[config.mk]
export PLATFORM = sky130hd
export DESIGN_NAME = ccm_module
export DESIGN_NICKNAME = d
export VERILOG_FILES = /design/src/hdl/ccm_pkg.sv /design/src/hdl/ccm_module.sv
export SDC_FILE = /design/constraint.sdc
export NUM_CORES = 1
export LEC_CHECK = 0
export BUFFER_PORTS_ARGS = -buffer_cell sky130_fd_sc_hd__buf_2
export CORE_UTILIZATION = 40
export CTS_BUF_LIST = sky130_fd_sc_hd__clkbuf_16
export DETAILED_ROUTE_END_ITERATION = 7
export PLACE_DENSITY = 0.67
export SYNTH_ARGS = -nofsm -noshare
export SYNTH_HDL_FRONTEND = slang
export SYNTH_SLANG_ARGS = --single-unit
[constraint.sdc]
create_clock -name clock -period 5.7 [get_ports clock]
set_input_delay 1.14 -clock clock [delete_from_list [all_inputs] [get_ports clock]]
set_output_delay 1.14 -clock clock [all_outputs]
set_load 0.03 [all_outputs]
[src/hdl/ccm_pkg.sv]
// Package of register map, field layout and mode types for the compare/capture module
`default_nettype none
package ccm_pkg;

  // ************************************************************
  // Register byte addresses
  // ************************************************************
  localparam logic [7:0] CCM_MODE_ADDR = 8'h00;
  localparam logic [7:0] CCM_CMPL_ADDR = 8'h04;
  localparam logic [7:0] CCM_CMPH_ADDR = 8'h08;
  localparam logic [7:0] CCM_STAT_ADDR = 8'h0C;
  localparam logic [7:0] CCM_WDOG_ADDR = 8'h10;

  // ************************************************************
  // Field positions
  // ************************************************************
  localparam int CCM_RSVD_BIT = 7;
  localparam int CCM_STAT_FLAG_BIT = 0;
  localparam int CCM_STAT_PIN_BIT = 1;
  localparam int CCM_STAT_OUT_BIT = 2;
  // Watchdog arm bit sits where the counter mode register keeps it (value 40H)
  localparam int CCM_WD_ARM_BIT = 6;

  // ************************************************************
  // Reset values and PWM wrap points
  // ************************************************************
  localparam logic [7:0] CCM_MODE_RST = 8'h00;
  localparam logic [7:0] CCM_CMP_RST = 8'h00;
  localparam logic CCM_PIN_OUT_RST = 1'b1;
  localparam logic [7:0] CCM_PWM_WRAP_FROM = 8'hFF;
  localparam logic [7:0] CCM_PWM_WRAP_TO = 8'h00;

  // Module mode control, bit 7 down to bit 0
  typedef struct packed {
    logic rsvd;
    logic comparator_enable;
    logic rising_edge_capture_enable;
    logic falling_edge_capture_enable;
    logic match_flag_enable;
    logic match_toggle_enable;
    logic pulse_width_mode_enable;
    logic module_interrupt_enable;
  } ccm_mode_s;

  // Decoded function of the module
  typedef enum logic [2:0] {
    CCM_FN_IDLE,
    CCM_FN_CAPTURE,
    CCM_FN_TIMER,
    CCM_FN_HSO,
    CCM_FN_PWM
  } ccm_fn_e;

endpackage
`default_nettype wire

[src/hdl/ccm_module.sv]
// Compare/capture module of a programmable counter array, with APB registers
// Contract
// - Mode bit 6 enables the comparator; compare modes idle while it is zero.
// - Mode bit 5 enables counter capture on a rising pin edge.
// - Mode bit 4 enables counter capture on a falling pin edge.
// - Both capture enables set gives a 16-bit capture on either edge.
// - A valid edge copies the counter into the capture bytes and sets the flag.
// - Match bit 3 makes counter equality with compare set the event flag.
// - Toggle bit 2 makes counter equality with compare invert the pin.
// - Interrupt request only while event flag and interrupt enable bit 0 are one.
// - Mode bit 7 is reserved and has no function.
// - Comparator plus match alone forms a 16-bit software timer.
// - Comparator, match and toggle form a high-speed output toggling on equality.
// - Bit 1 with comparator enable makes the pin an 8-bit PWM output.
// - PWM pin low while counter low byte below compare low, else high.
// - On low byte wrap FF to 00 the active duty reloads from high byte.
// - PWM frequency comes from the shared counter; duty is per module.
// - Only module 4 offers the watchdog, and only with comparator and match on and PWM off.
// - Armed watchdog match raises an internal reset, not the external pin.
// - Arming needs module 4 in compare mode plus the watchdog arm bit.
// - Clearing the arm bit before a match prevents the watchdog reset.
`default_nettype none
module ccm_module
  import ccm_pkg::*;
#(
  parameter int MODULE_INDEX = 4
)
(
  // Clock and reset
  input wire logic clock,
  input wire logic srst,
  // APB slave
  input wire logic psel,
  input wire logic penable,
  input wire logic pwrite,
  input wire logic [7:0] paddr,
  input wire logic [31:0] pwdata,
  output logic [31:0] prdata,
  output logic pready,
  output logic pslverr,
  // Shared counter
  input wire logic [15:0] count_value,
  input wire logic count_tick,
  // External pin
  input wire logic module_io_pin_in,
  output logic module_io_pin_out,
  output logic module_io_pin_oe,
  // Events
  output logic irq,
  output logic wd_reset
);

  // ************************************************************
  // Bus decode
  // ************************************************************
  logic pready_q;
  logic pslverr_q;
  logic [31:0] prdata_q;
  logic setup_phase;
  logic wr_en;
  logic addr_ok;
  logic [31:0] rd_mux;

  ccm_mode_s mode_q;
  logic [7:0] compare_low_q;
  logic [7:0] compare_high_q;
  logic flag_q;
  logic pin_out_q;
  logic pin_oe_q;
  logic irq_q;
  logic wd_reset_q;
  logic watchdog_arm_bit_q;
  logic pin_s1_q;
  logic pin_s2_q;
  logic pin_s3_q;
  logic [7:0] prev_low_q;

  assign setup_phase = psel && !penable;
  assign wr_en = psel && penable && pready_q && pwrite && !pslverr_q;
  assign addr_ok = (paddr == CCM_MODE_ADDR) || (paddr == CCM_CMPL_ADDR) ||
                   (paddr == CCM_CMPH_ADDR) || (paddr == CCM_STAT_ADDR) ||
                   (paddr == CCM_WDOG_ADDR);

  always_comb
  begin
    rd_mux = 32'h0000_0000;
    case (paddr)
      CCM_MODE_ADDR: rd_mux[7:0] = {1'b0, mode_q[6:0]};
      CCM_CMPL_ADDR: rd_mux[7:0] = compare_low_q;
      CCM_CMPH_ADDR: rd_mux[7:0] = compare_high_q;
      CCM_STAT_ADDR:
      begin
        rd_mux[CCM_STAT_FLAG_BIT] = flag_q;
        rd_mux[CCM_STAT_PIN_BIT] = pin_s2_q;
        rd_mux[CCM_STAT_OUT_BIT] = pin_out_q;
      end
      CCM_WDOG_ADDR: rd_mux[CCM_WD_ARM_BIT] = watchdog_arm_bit_q;
      default: rd_mux = 32'h0000_0000;
    endcase
  end

  // Zero wait states: ready is raised for the first access cycle
  always_ff @(posedge clock)
  begin
    if (srst)
    begin
      pready_q <= 1'b0;
      pslverr_q <= 1'b0;
      prdata_q <= 32'h0000_0000;
    end
    else
    begin
      pready_q <= setup_phase;
      pslverr_q <= setup_phase && !addr_ok;
      if (setup_phase)
      begin
        prdata_q <= pwrite ? 32'h0000_0000 : rd_mux;
      end
    end
  end

  // ************************************************************
  // Mode decode
  // ************************************************************
  logic cmp_on;
  logic pwm_on;
  logic cap_on;
  logic eq16;
  logic match_evt;
  logic rise_evt;
  logic fall_evt;
  logic cap_evt;
  logic wrap_evt;
  logic wd_capable;
  logic wd_armed;

  assign cmp_on = mode_q.comparator_enable;
  assign pwm_on = cmp_on && mode_q.pulse_width_mode_enable;
  assign cap_on = !mode_q.match_flag_enable && !mode_q.match_toggle_enable &&
                  !mode_q.pulse_width_mode_enable;
  assign eq16 = count_value == {compare_high_q, compare_low_q};
  // Equality counts only when the shared counter has just stepped
  assign match_evt = count_tick && eq16 && cmp_on && !pwm_on;
  // Edges from the second and third stage only; stage one stays private
  assign rise_evt = pin_s2_q && !pin_s3_q;
  assign fall_evt = !pin_s2_q && pin_s3_q;
  assign cap_evt = cap_on && ((rise_evt && mode_q.rising_edge_capture_enable) ||
                              (fall_evt && mode_q.falling_edge_capture_enable));
  assign wrap_evt = count_tick && (prev_low_q == CCM_PWM_WRAP_FROM) &&
                    (count_value[7:0] == CCM_PWM_WRAP_TO);
  assign wd_capable = MODULE_INDEX == 4;
  assign wd_armed = wd_capable && watchdog_arm_bit_q && cmp_on &&
                    mode_q.match_flag_enable && !mode_q.pulse_width_mode_enable;

  // ************************************************************
  // Pin synchroniser
  // ************************************************************
  always_ff @(posedge clock)
  begin
    if (srst)
    begin
      pin_s1_q <= 1'b0;
      pin_s2_q <= 1'b0;
      pin_s3_q <= 1'b0;
    end
    else
    begin
      pin_s1_q <= module_io_pin_in;
      pin_s2_q <= pin_s1_q;
      pin_s3_q <= pin_s2_q;
    end
  end

  always_ff @(posedge clock)
  begin
    if (srst)
    begin
      prev_low_q <= CCM_CMP_RST;
    end
    else if (count_tick)
    begin
      prev_low_q <= count_value[7:0];
    end
  end

  // ************************************************************
  // Registers written by software
  // ************************************************************
  always_ff @(posedge clock)
  begin
    if (srst)
    begin
      mode_q <= CCM_MODE_RST;
      watchdog_arm_bit_q <= 1'b0;
    end
    else if (wr_en)
    begin
      if (paddr == CCM_MODE_ADDR)
      begin
        mode_q <= {1'b0, pwdata[6:0]};
      end
      if (paddr == CCM_WDOG_ADDR)
      begin
        watchdog_arm_bit_q <= pwdata[CCM_WD_ARM_BIT];
      end
    end
  end

  // Hardware loads win over a bus write in the same cycle
  always_ff @(posedge clock)
  begin
    if (srst)
    begin
      compare_low_q <= CCM_CMP_RST;
      compare_high_q <= CCM_CMP_RST;
    end
    else
    begin
      if (wr_en && paddr == CCM_CMPL_ADDR)
      begin
        compare_low_q <= pwdata[7:0];
      end
      if (wr_en && paddr == CCM_CMPH_ADDR)
      begin
        compare_high_q <= pwdata[7:0];
      end
      if (cap_evt)
      begin
        compare_low_q <= count_value[7:0];
        compare_high_q <= count_value[15:8];
      end
      if (pwm_on && wrap_evt)
      begin
        compare_low_q <= compare_high_q;
      end
    end
  end

  // ************************************************************
  // Event flag and interrupt
  // ************************************************************
  always_ff @(posedge clock)
  begin
    if (srst)
    begin
      flag_q <= 1'b0;
    end
    else if (cap_evt || (match_evt && mode_q.match_flag_enable))
    begin
      flag_q <= 1'b1;
    end
    else if (wr_en && paddr == CCM_STAT_ADDR && pwdata[CCM_STAT_FLAG_BIT])
    begin
      flag_q <= 1'b0;
    end
  end

  always_ff @(posedge clock)
  begin
    if (srst)
    begin
      irq_q <= 1'b0;
    end
    else
    begin
      irq_q <= flag_q && mode_q.module_interrupt_enable;
    end
  end

  // ************************************************************
  // Pin output: toggle and PWM
  // ************************************************************
  always_ff @(posedge clock)
  begin
    if (srst)
    begin
      pin_out_q <= CCM_PIN_OUT_RST;
      pin_oe_q <= 1'b0;
    end
    else
    begin
      pin_oe_q <= pwm_on || (cmp_on && mode_q.match_toggle_enable);
      if (pwm_on && count_tick)
      begin
        // Shared counter sets the period; this module's byte sets the duty
        pin_out_q <= count_value[7:0] >= compare_low_q;
      end
      else if (match_evt && mode_q.match_toggle_enable)
      begin
        pin_out_q <= !pin_out_q;
      end
    end
  end

  // ************************************************************
  // Watchdog
  // ************************************************************
  // Reset request is an internal one-cycle pulse; no pin is driven
  always_ff @(posedge clock)
  begin
    if (srst)
    begin
      wd_reset_q <= 1'b0;
    end
    else
    begin
      wd_reset_q <= wd_armed && match_evt;
    end
  end

  assign prdata = prdata_q;
  assign pready = pready_q;
  assign pslverr = pslverr_q;
  assign module_io_pin_out = pin_out_q;
  assign module_io_pin_oe = pin_oe_q;
  assign irq = irq_q;
  assign wd_reset = wd_reset_q;
endmodule
`default_nettype wire

## Word-level counts from Yosys, hierarchy flattened

Index checks and enable logic that the tools add are counted.

| word-level totals | value |
|---|---|
| bits in registers | 74 |
| input port bits | 63 |
| logic and storage cells | 101 |

| cells by class | value |
|---|---|
| $lt $le $gt $ge | 1 |
| eq/ne operators | 6 |
| muxes and demuxes | 14 |
| reductions and logical operators | 58 |

Operator list:

| cell | number |
|---|---|
| 8-bit 2-to-1 mux | 6 |
| 1-bit logical AND | 33 |
| 16-bit equality test | 1 |
| 8-bit by 4-bit equality test with 1-bit output (second input constant) | 2 |
| 8-bit logical NOT | 2 |
| 3-bit case mux with 4 select lines | 1 |
| 1-bit logical NOT | 10 |
| 3-bit case mux with 3 select lines | 1 |
| 8-bit by 3-bit equality test with 1-bit output (second input constant) | 1 |
| 8-bit by 5-bit equality test with 1-bit output (second input constant) | 1 |
| 8-bit equality test (second input constant) | 1 |
| 8-bit >= comparator | 1 |
| 1-bit logical OR | 7 |
| 2-bit nonzero test | 3 |
| 1-bit 2-to-1 mux | 4 |
| 1-bit case mux with 4 select lines | 1 |
| 2-bit AND reduction | 2 |
| 3-bit nonzero test | 1 |
| 1-bit case mux with 2 select lines | 1 |

## Longest topological paths before layout

Gate-level depths: netlist of the first run.

| depth | value |
|---|---|
| word-level depth | 8 |
| mapped depth | 7 |
| mapped depth without buffers | 7 |

## Worst setup path after synthesis of the first run

OpenSTA, ideal clock, no wires.

| timing path | value |
|---|---|
| path kind | input -> register |
| start | input paddr[1] |
| end | register compare_low_q[0] |
| library setup time | 0.123 ns |
| data arrival time | 2.912 ns |
| data required time | 5.577 ns |
| path slack | 2.666 ns |
| stages on the path | 5 |
| buffers on the path | 0 |
| path through | or4_4 > or3_4 > o41ai_4 > nor4b_1 > a311o_2 |

| between the ends | value |
|---|---|
| cells in the longest elaborated chain, start to end | 3 |

RTL lines:

| what | RTL line | RTL |
|---|---|---|
| from (decl) | ccm_module.sv:36 | `input wire logic [7:0] paddr,` |
| 8-bit by 3-bit equality test with 1-bit output | ccm_module.sv:219 | `if (wr_en && paddr == CCM_CMPL_ADDR)` |
| 1-bit logical AND | ccm_module.sv:219 |  |
| 3-bit nonzero test (no line) | n/a |  |
| to (signal assigned) | ccm_module.sv:221 | `compare_low_q <= pwdata[7:0];` |
| to (signal assigned) | ccm_module.sv:229 | `compare_low_q <= count_value[7:0];` |
| to (signal assigned) | ccm_module.sv:234 | `compare_low_q <= compare_high_q;` |
| to (decl) | ccm_module.sv:65 | `logic [7:0] compare_low_q;` |

No other way between the ends.
A chain may end at the register's enable or synchronous reset.

## Final worst setup path of the first run

Ends and elaborated chain as after synthesis.

==> qor.yml, run 1 <==
synth.largest_area_cell: "dfxtp_1"
totalWireLength_um: 6820
rsz0062_at_grt: "no"
pwr-share-comb_pct: 11.2
required_ns: 5.88
async_reset_ff_share_pct: 0
worst-path-max-fanout: 8
vias: 2352
dp_hpwl_um: 4980
endpoint_kind: "flop"
clkTransAtPathRegs_ns: 0.07
period_minus_slack_ns: 3.12
diodes: 0
post_dp_cell_area_sq_um: 3010
drt_iter0_markers: 223
grt_util_all_layers_pct: 19.4
hold_violations: 0
cts_made_buffers: 5
syn_area_sq_um: 2790
seqPwrFrac_pct: 49.0
cts_tree: "yes"
antenna_found_initial: 0
portBuffers: 52
ys.flop_type: "dfxtp_1"
finalCritPeriodShare_pct: 54.7
cts_max_level: 2
ys_warn_count: 0
synth_cell_type_count: 49
die_y_um: 85.6
ys_seq_area_share_pct: 35.8
nets: 412
path_class: "input pin to flop"
start_util_pct: 41.4
fillerInstances: 665
fp-row-count: 30
critPathLaunchType: "input pin"
finClkSkew_ns: 0.00728
p_int_mw: 0.539
power.leakage_nw: 1.46
drtPass1Iterations: 6
clk_latency_ns: 0.29
final_common_cell: "buf_2"
globalplace.congestion: 0.872
postCtsResizedCells: 0
grt_max_degree: 52
die_w_um: 85.6
r2r_slack_ns: 3.39
holdCritPathClass: "flop to flop"
layout_common_cells: "buf_2 (52), dfxtp_1 (50), mux2i_1 (35)"
ant_nets: 0
synthCells: 297
post_cts_buffers: 0
grt_pass1_wl_um: 11100
drc: 0
relSlewSlack_pct: 37.0
avgSynthCellArea_sq_um: 9.41
p_per_area_nw_per_um2: 230
pwr-share-clk_pct: 39.8
synth.area.top_cells: "dfxtp_1 (36%), mux2i_1 (13%), buf_4 (6.4%)"
first_global_vias: 2181
drive_above_1_share_pct: 22.5
setup_tns_ns: 0
fin_area_sq_um: 3160
wire_per_inst_um: 16.1
io-pin-count: 101
status: "finished clean"
clock-sinks: 50
root_buffer: "clkbuf_16"
swShare_pct: 25.9
ys_ff_latch: 50
dieArea_sq_um: 7320
crit_arrival_ns: 3.30
maxCapViolCount: 0
power_switching_mw: 0.188
clock_path_buffers: 2
setup_viol: 0
timing.fmax_ghz: 0.321
synth_top_area_share_pct: 35.8
maxSlewViolCount: 0
core_sq_um: 6760
synth_edf_count: 0
cts-hold-fix-buffers: 0
peakVddDrop_v: 0.000125
grt_overflow: 0
tightestPinTransition_ns: 0.945
areaGrowthSynthToFinish_pct: 12.9
via_per_inst: 5.57
==> critical path, cell delays in order <==
cell,delay (ns)
buf_2,0.10
or4_4,0.54
or3_4,0.38
o41ai_4,0.69
nor4b_1,0.11
a311o_2,0.33
==> cell usage after synthesis (3+ instances only) <==
master and n:
a21oi_1 5, inv_1 9, a211oi_1 8, nand2_1 10
a311o_2 8, buf_4 24, mux4_2 3, dfxtp_1 50
nor2_1 31, nand4_1 4, o21ai_0 6, nand3_1 7
nand2b_1 3, xnor2_1 4, a22o_1 6, xor2_1 4
clkbuf_1 13, nor2b_1 5, mux2i_1 35, ha_1 8
nor4_1 19
==> power groups by stage <==
stage	logic [mW]	clock network (mW)	registers [mW]
2_1_floorplan	0.0653	0	0.365
3_3_place_gp	0.0802	0	0.364
3_5_place_dp	0.0812	0	0.364
4_1_cts	0.0816	0.295	0.356
5_1_grt	0.0890	0.305	0.356
6_report	0.0816	0.289	0.356
==> per-stage QoR <==
stage	hold slack, ns	total power, mW	setup slack [ns]	cells	utilization (%)
after global routing	0.465	0.750	2.42	422	46.7
after CTS	0.443	0.733	2.57	422	46.7
after detailed placement	0.427	0.445	2.28	414	44.6
after floorplan	0.414	0.430	2.67	320	-
after global placement	0.420	0.444	2.35	414	44.6
final	0.441	0.727	2.58	422	46.7
==> path summary, 6_finish.rpt <==
kind,depth (start not counted),startpoint,end
worst min-delay path,1,pin_s1_q,pin_s2_q
worst min register to register,1,pin_s1_q,pin_s2_q
worst max-delay path,6,paddr[1],compare_low_q[0]
worst max register to register,7,compare_low_q[1],wd_reset
==> sequential cells by signal, summed over array words and instances (netlist names) <==
| name | flops |
|---|---|
| wd_reset | 1 |
| cmp_on | 1 |
| compare_low_q | 8 |
| module_io_pin_oe | 1 |
| irq | 1 |
| pready | 1 |
| prdata | 8 |
| compare_high_q | 8 |
| pin_s3_q | 1 |
| pslverr | 1 |
| mode_q | 6 |
| watchdog_arm_bit_q | 1 |
| pin_s2_q | 1 |
| pin_s1_q | 1 |
| module_io_pin_out | 1 |
| prev_low_q | 8 |
| flag_q | 1 |
==> per-layer routing <==
metal	global-route usage [%]	vias to the layer above	wire length, um
met4	4.39	0	72
met3	4.04	9	592
met1	27.5	1100	3130
met5	0	-	0
met2	30.3	103	3020
li1	-	1140	-
==> area by class of cell <==
type,instances,area (sq um),share of cell area (%)
tap,80,100,3.17
sequential,50,1000,31.7
inverter,9,33.8,1.07
timing repair buffer,54,275,8.72
clock inverter,3,16.3,0.515
clock buffer,5,125,3.97
multi-input combinational,221,1600,50.8
==> kinds of logic (layout without fill, tap and decap cells) <==
kind of cell             Yosys count  after routing  share of synthesized area [%]
AND/OR/NAND/NOR                  100            100                           20.2
flip-flops                        50             50                           35.8
buffers and inverters             49             71                           9.85
AO/OA/AOI/OAI                     43             43                           12.9
multiplexers                      38             38                           15.0
adder cells (fa/ha/maj)            8              8                           3.58
XOR/XNOR                           8              8                           2.51
other                              1             24                          0.134
Note: power is estimated with default switching activity, not from simulation.
==> inputs of run 2 (changes only) <==
PLACE_DENSITY = 0.69   (was 0.67)
clock period = 2.74 ns   (was 5.7 ns; I/O delays follow)
==> run 2 against run 1 <==
Against the previous run:
- sequential share of layout area is 0.48 points lower
- global-route usage is 0.23 points higher
- clock skew is 0.0024 ns lower
- register-to-register slack worse by 2.9 ns
- critical path type unchanged
- cell count is 1.7% higher
==> qor.yml, run 2 (synthesis results as in run 1) <==
drc: 0  # unchanged
crit_path_start: "paddr[1]"
timing.fmax_ghz: 0.420
via_per_inst: 5.55  # -0.46%
seqCellArea_sq_um: 1000  # unchanged
period_minus_slack_ns: 2.38
endpoint_kind: "flop"
grt_overflow: 0  # unchanged
relSlewSlack_pct: 64.7  # +28 points
grt_max_degree: 29  # -44%
clk_latency_ns: 0.29  # about the same
required_ns: 2.97  # -2.91 ns
io-pin-count: 101  # unchanged
areaGrowthSynthToFinish_pct: 14.7
worst-path-buf-inv: 1  # unchanged
nets: 419  # +1.7%
clkTransAtPathRegs_ns: 0.06  # about the same
setup_viol: 0  # unchanged
worstReg2RegStart: "compare_low_q[1]"
worstPathCellList: "buf_2 -> or4_4 -> or3_4 -> o41a_1 -> nor4_1 -> a311o_2"
grt_util_all_layers_pct: 19.6  # +0.23 points
cts-hold-fix-buffers: 0  # unchanged
fp-row-count: 30  # unchanged
p_per_area_nw_per_um2: 471  # +100%
first_global_vias: 2169  # -0.55%
maxSlewViolCount: 0  # unchanged
clock_path_buffers: 2  # unchanged
totalWireLength_um: 6870  # +0.75%
worst-path-max-fanout: 8  # unchanged
crit_family: "simple AND/OR/NAND/NOR gates"
holdCritPathClass: "flop to flop"
postCtsResizedCells: 0  # unchanged
core_sq_um: 6760  # unchanged
antenna_found_initial: 0  # unchanged
critPathLaunchType: "input pin"
peakVddDrop_v: 0.000261  # +110%
final_util_pct: 47.4  # +0.72 points
hold_violations: 0  # unchanged
drive_above_1_share_pct: 23.8  # +1.3 points
finalCritPeriodShare_pct: 86.9
multi_input_area_sq_um: 1600  # unchanged
tightestPinTransition_ns: 0.528  # -0.417 ns
worst_path_max_delay_cell: "o41a_1"
root_buffer: "clkbuf_16"
power.leakage_nw: 1.50  # +2.7%
worstHoldStart: "pin_s1_q"
globalplace.congestion: 0.851  # -2.4%
portBuffers: 52  # unchanged
final_common_cell: "buf_2"
layout_common_cells: "buf_2 (52), dfxtp_1 (50), mux2i_1 (35)"
rsz0062_at_grt: "no"
die_y_um: 85.6  # unchanged
grt_pass1_wl_um: 11100  # -0.25%
clock-sinks: 50  # unchanged
setup_tns_ns: 0  # unchanged
cts_max_level: 2  # unchanged
cts_made_buffers: 5  # unchanged
cts_tree: "yes"
finClkSkew_ns: 0.00486  # -0.00241 ns
dp_hpwl_um: 5160  # +3.5%
crit_arrival_ns: 2.61  # -0.69 ns
drt_iter0_markers: 122  # -45%
die_w_um: 85.6  # unchanged
diodes: 0  # unchanged
ant_nets: 0  # unchanged
fillerInstances: 682  # +2.6%
post_cts_buffers: 0  # unchanged
dieArea_sq_um: 7320  # unchanged
slowest_delay_ns: 0.59  # -0.10 ns
vias: 2380  # +1.2%
maxCapViolCount: 0  # unchanged
start_util_pct: 41.4  # unchanged
path_class: "input pin to flop"
wire_per_inst_um: 16.0  # -0.90%
status: "finished clean"
drtPass1Iterations: 6  # unchanged
-- run 2: worst paths after layout --
kind | to | slack [ns] | depth (start not counted)
setup / recovery | compare_low_q[7] | 0.36 | 6
hold reg to reg | pin_s2_q | 0.44 | 1
setup reg to reg | module_io_pin_out | 0.47 | 7
hold / removal | pin_s2_q | 0.44 | 1
-- run 2: layout make-up --
type,instances,share of cell area (%)
multi-input cells,221,50.1
flip-flops and latches,50,31.2
repair buffers,61,10.2
clock buffers,5,3.90
well taps,80,3.12
inverters,9,1.05
clock inverters,3,0.390
-- run 2: power breakdown --
part           switching, mW  total, mW  internal [mW]
clock                  0.262      0.593          0.331
sequential           0.00446      0.741          0.736
combinational          0.121      0.174         0.0535
-- run 2: worst reg2reg max path, stage by stage, from the launching register on --
cell and delay [ns]:
dfxtp_1 0.33, inv_1 0.07, ha_1 0.29, nand4_1 0.09, or3_1 0.36, nor4_1 0.44
a21oi_1 0.11, or4_1 0.47
-- run 2: per-layer routing --
metal | global-route usage [%] | wire length [um]
met5 | 0 | 0
met3 | 4.72 | 574
met1 | 27.8 | 3140
met2 | 29.2 | 2980
met4 | 6.82 | 168
-- run 2: per-stage QoR --
step	instance area (sq um)	std cells	worst slack [ns]	hold WS [ns]	power, mW
detailed placement	3070	421	0.0774	0.430	0.929
floorplan	2880	320	0.298	0.414	0.894
global route	3200	429	0.251	0.469	1.56
CTS	3200	429	0.368	0.445	1.51
global placement	3070	421	0.118	0.428	0.927
finish	3200	429	0.359	0.444	1.51
==> inputs of run 3 (changes only) <==
CORE_MARGIN = 1.5   (was default)
==> run 3 against run 2 <==
Against the previous run:
- worst setup slack gained 0.0074 ns
- sequential power hardly changed
- flip-flop and latch count did not move
==> qor.yml, run 3 (synthesis results as in run 1) <==
hold-path-cell-count: 1  # unchanged
worstHoldStart: "pin_s1_q"
maxCapViolCount: 0  # unchanged
drive_above_1_share_pct: 24.4  # +0.57 points
drtPass1Iterations: 4  # -2
use_met3_pct: 3.14  # -1.6 points
grt_max_degree: 29  # unchanged
totalWireLength_um: 6920  # +0.80%
dieArea_sq_um: 7500  # +2.4%
critPathLaunchType: "input pin"
setup_viol: 0  # unchanged
r2r_end: "module_io_pin_out"
root_buffer: "clkbuf_16"
clock_path_buffers: 2  # unchanged
worst_path_max_delay_cell: "o41a_1"
timing.hold.ws_ns: 0.455  # +0.0105 ns
grt_pass1_wl_um: 11200  # +1.0%
first_global_vias: 2195  # +1.2%
areaGrowthSynthToFinish_pct: 15.7
nets: 419  # unchanged
peakVddDrop_v: 0.000244  # -6.4%
met1_usage_pct: 27.8  # about the same
ant_nets: 0  # unchanged
endpoint_kind: "flop"
clk_latency_ns: 0.29  # about the same
holdCritPathClass: "flop to flop"
hold_violations: 0  # unchanged
tightestPinTransition_ns: 0.531  # +0.00319 ns
io-pin-count: 101  # unchanged
setup_tns_ns: 0  # unchanged
start_util_pct: 41.4  # unchanged
min_to: "pin_s2_q"
fillerInstances: 666  # -2.3%
portBuffers: 52  # unchanged
cts-hold-fix-buffers: 0  # unchanged
p_per_area_nw_per_um2: 500  # +6.3%
path_class: "input pin to flop"
drt_iter0_markers: 165  # +35%
cts_tree: "yes"
status: "finished clean"
crit_arrival_ns: 2.61  # about the same
r2r_slack_ns: 0.47  # about the same
via_per_inst: 5.48  # -1.2%
rsz0062_at_grt: "no"
core_sq_um: 6760  # unchanged
grt_overflow: 0  # unchanged
worst-path-max-fanout: 8  # unchanged
grt_util_all_layers_pct: 19.4  # -0.16 points
layout_common_cells: "buf_2 (52), dfxtp_1 (50), mux2i_1 (35)"
finalCritPeriodShare_pct: 86.6  # -0.27 points
required_ns: 2.98  # about the same
period_minus_slack_ns: 2.37  # -0.00740 ns
die_w_um: 86.6  # +1.2%
post_cts_buffers: 0  # unchanged
final_common_cell: "buf_2"
crit_family: "simple AND/OR/NAND/NOR gates"
cts_made_buffers: 5  # unchanged
reg2reg_depth: 7  # unchanged
slowest_delay_ns: 0.59  # about the same
worstReg2RegStart: "compare_low_q[1]"
power.leakage_nw: 1.52  # +0.74%
grt.busiest_layer: "met2"
drc: 0  # unchanged
vias: 2351  # -1.2%
use_met2_pct: 29.2  # about the same
fin_area_sq_um: 3230  # +0.86%
dp_hpwl_um: 5130  # -0.45%
relSlewSlack_pct: 64.5  # -0.19 points
globalplace.congestion: 0.859  # +0.94%
post_dp_cell_area_sq_um: 3070  # unchanged
diodes: 0  # unchanged
finClkSkew_ns: 0.00525  # +0.000385 ns
die_y_um: 86.6  # +1.2%
fp-row-count: 30  # unchanged
worst-path-buf-inv: 1  # unchanged
worstPathCellList: "buf_2 -> or4_4 -> or3_4 -> o41a_1 -> nor4_1 -> a311o_2"
postCtsResizedCells: 0  # unchanged
timing.fmax_ghz: 0.421  # +0.31%
clock-sinks: 50  # unchanged
wire_per_inst_um: 16.1  # +0.80%
cts_max_level: 2  # unchanged
maxSlewViolCount: 0  # unchanged
antenna_found_initial: 0  # unchanged
clkTransAtPathRegs_ns: 0.06  # about the same
[run 3: cell types whose count changed in the layout (fill, tap and decap cells not counted)]
| cell | delta |
|---|---|
| bufinv_16 | +1 |
| clkinv_1 | -1 |
| clkinv_2 | +1 |
| inv_1 | -1 |
[run 3: routing by layer]
layer	share of wire (%)	vias up
met5	0	-
met4	2.4	0
met3	7.4	13
met2	44	100
met1	46	1087
li1	-	1151
[run 3: worst max-delay path by stage]
stage,endpoint,slack (ns),startpoint,cells past startpoint
global placement,compare_low_q[4],0.11,paddr[1],6
detailed placement,compare_low_q[1],0.1,paddr[1],6
global route,compare_low_q[4],0.25,paddr[1],6
CTS,compare_low_q[1],0.40,paddr[1],6
finish,compare_low_q[4],0.37,paddr[1],6
floorplan,compare_low_q[0],0.30,paddr[1],5
[run 3: area by class of cell]
type	count	area, sq um	area share [%]
Multi-Input combinational cell	221	1600	49.6
Sequential cell	50	1000	31.0
Timing Repair Buffer	61	328	10.1
Clock buffer	5	125	3.87
Tap cell	80	100	3.10
Clock inverter	3	40.0	1.24
Inverter	9	33.8	1.05
[run 3: metrics by stage]
stage	instances	power (mW)	utilization, %	worst slack [ns]
global route	429	1.67	47.8	0.253
detailed placement	421	0.930	45.4	0.0961
floorplan	320	0.894	-	0.298
CTS	429	1.63	47.8	0.397
global placement	421	0.927	45.4	0.113
finish	429	1.62	47.8	0.367
[run 3: power breakdown]
group / total, mW / internal, mW / leakage [nW] / switching [mW]
sequential: 0.741 / 0.736 / 0.405 / 0.00436
combinational: 0.175 / 0.0538 / 1.03 / 0.121
clock: 0.701 / 0.428 / 0.0836 / 0.274
total: 1.62 / 1.22 / 1.52 / 0.399
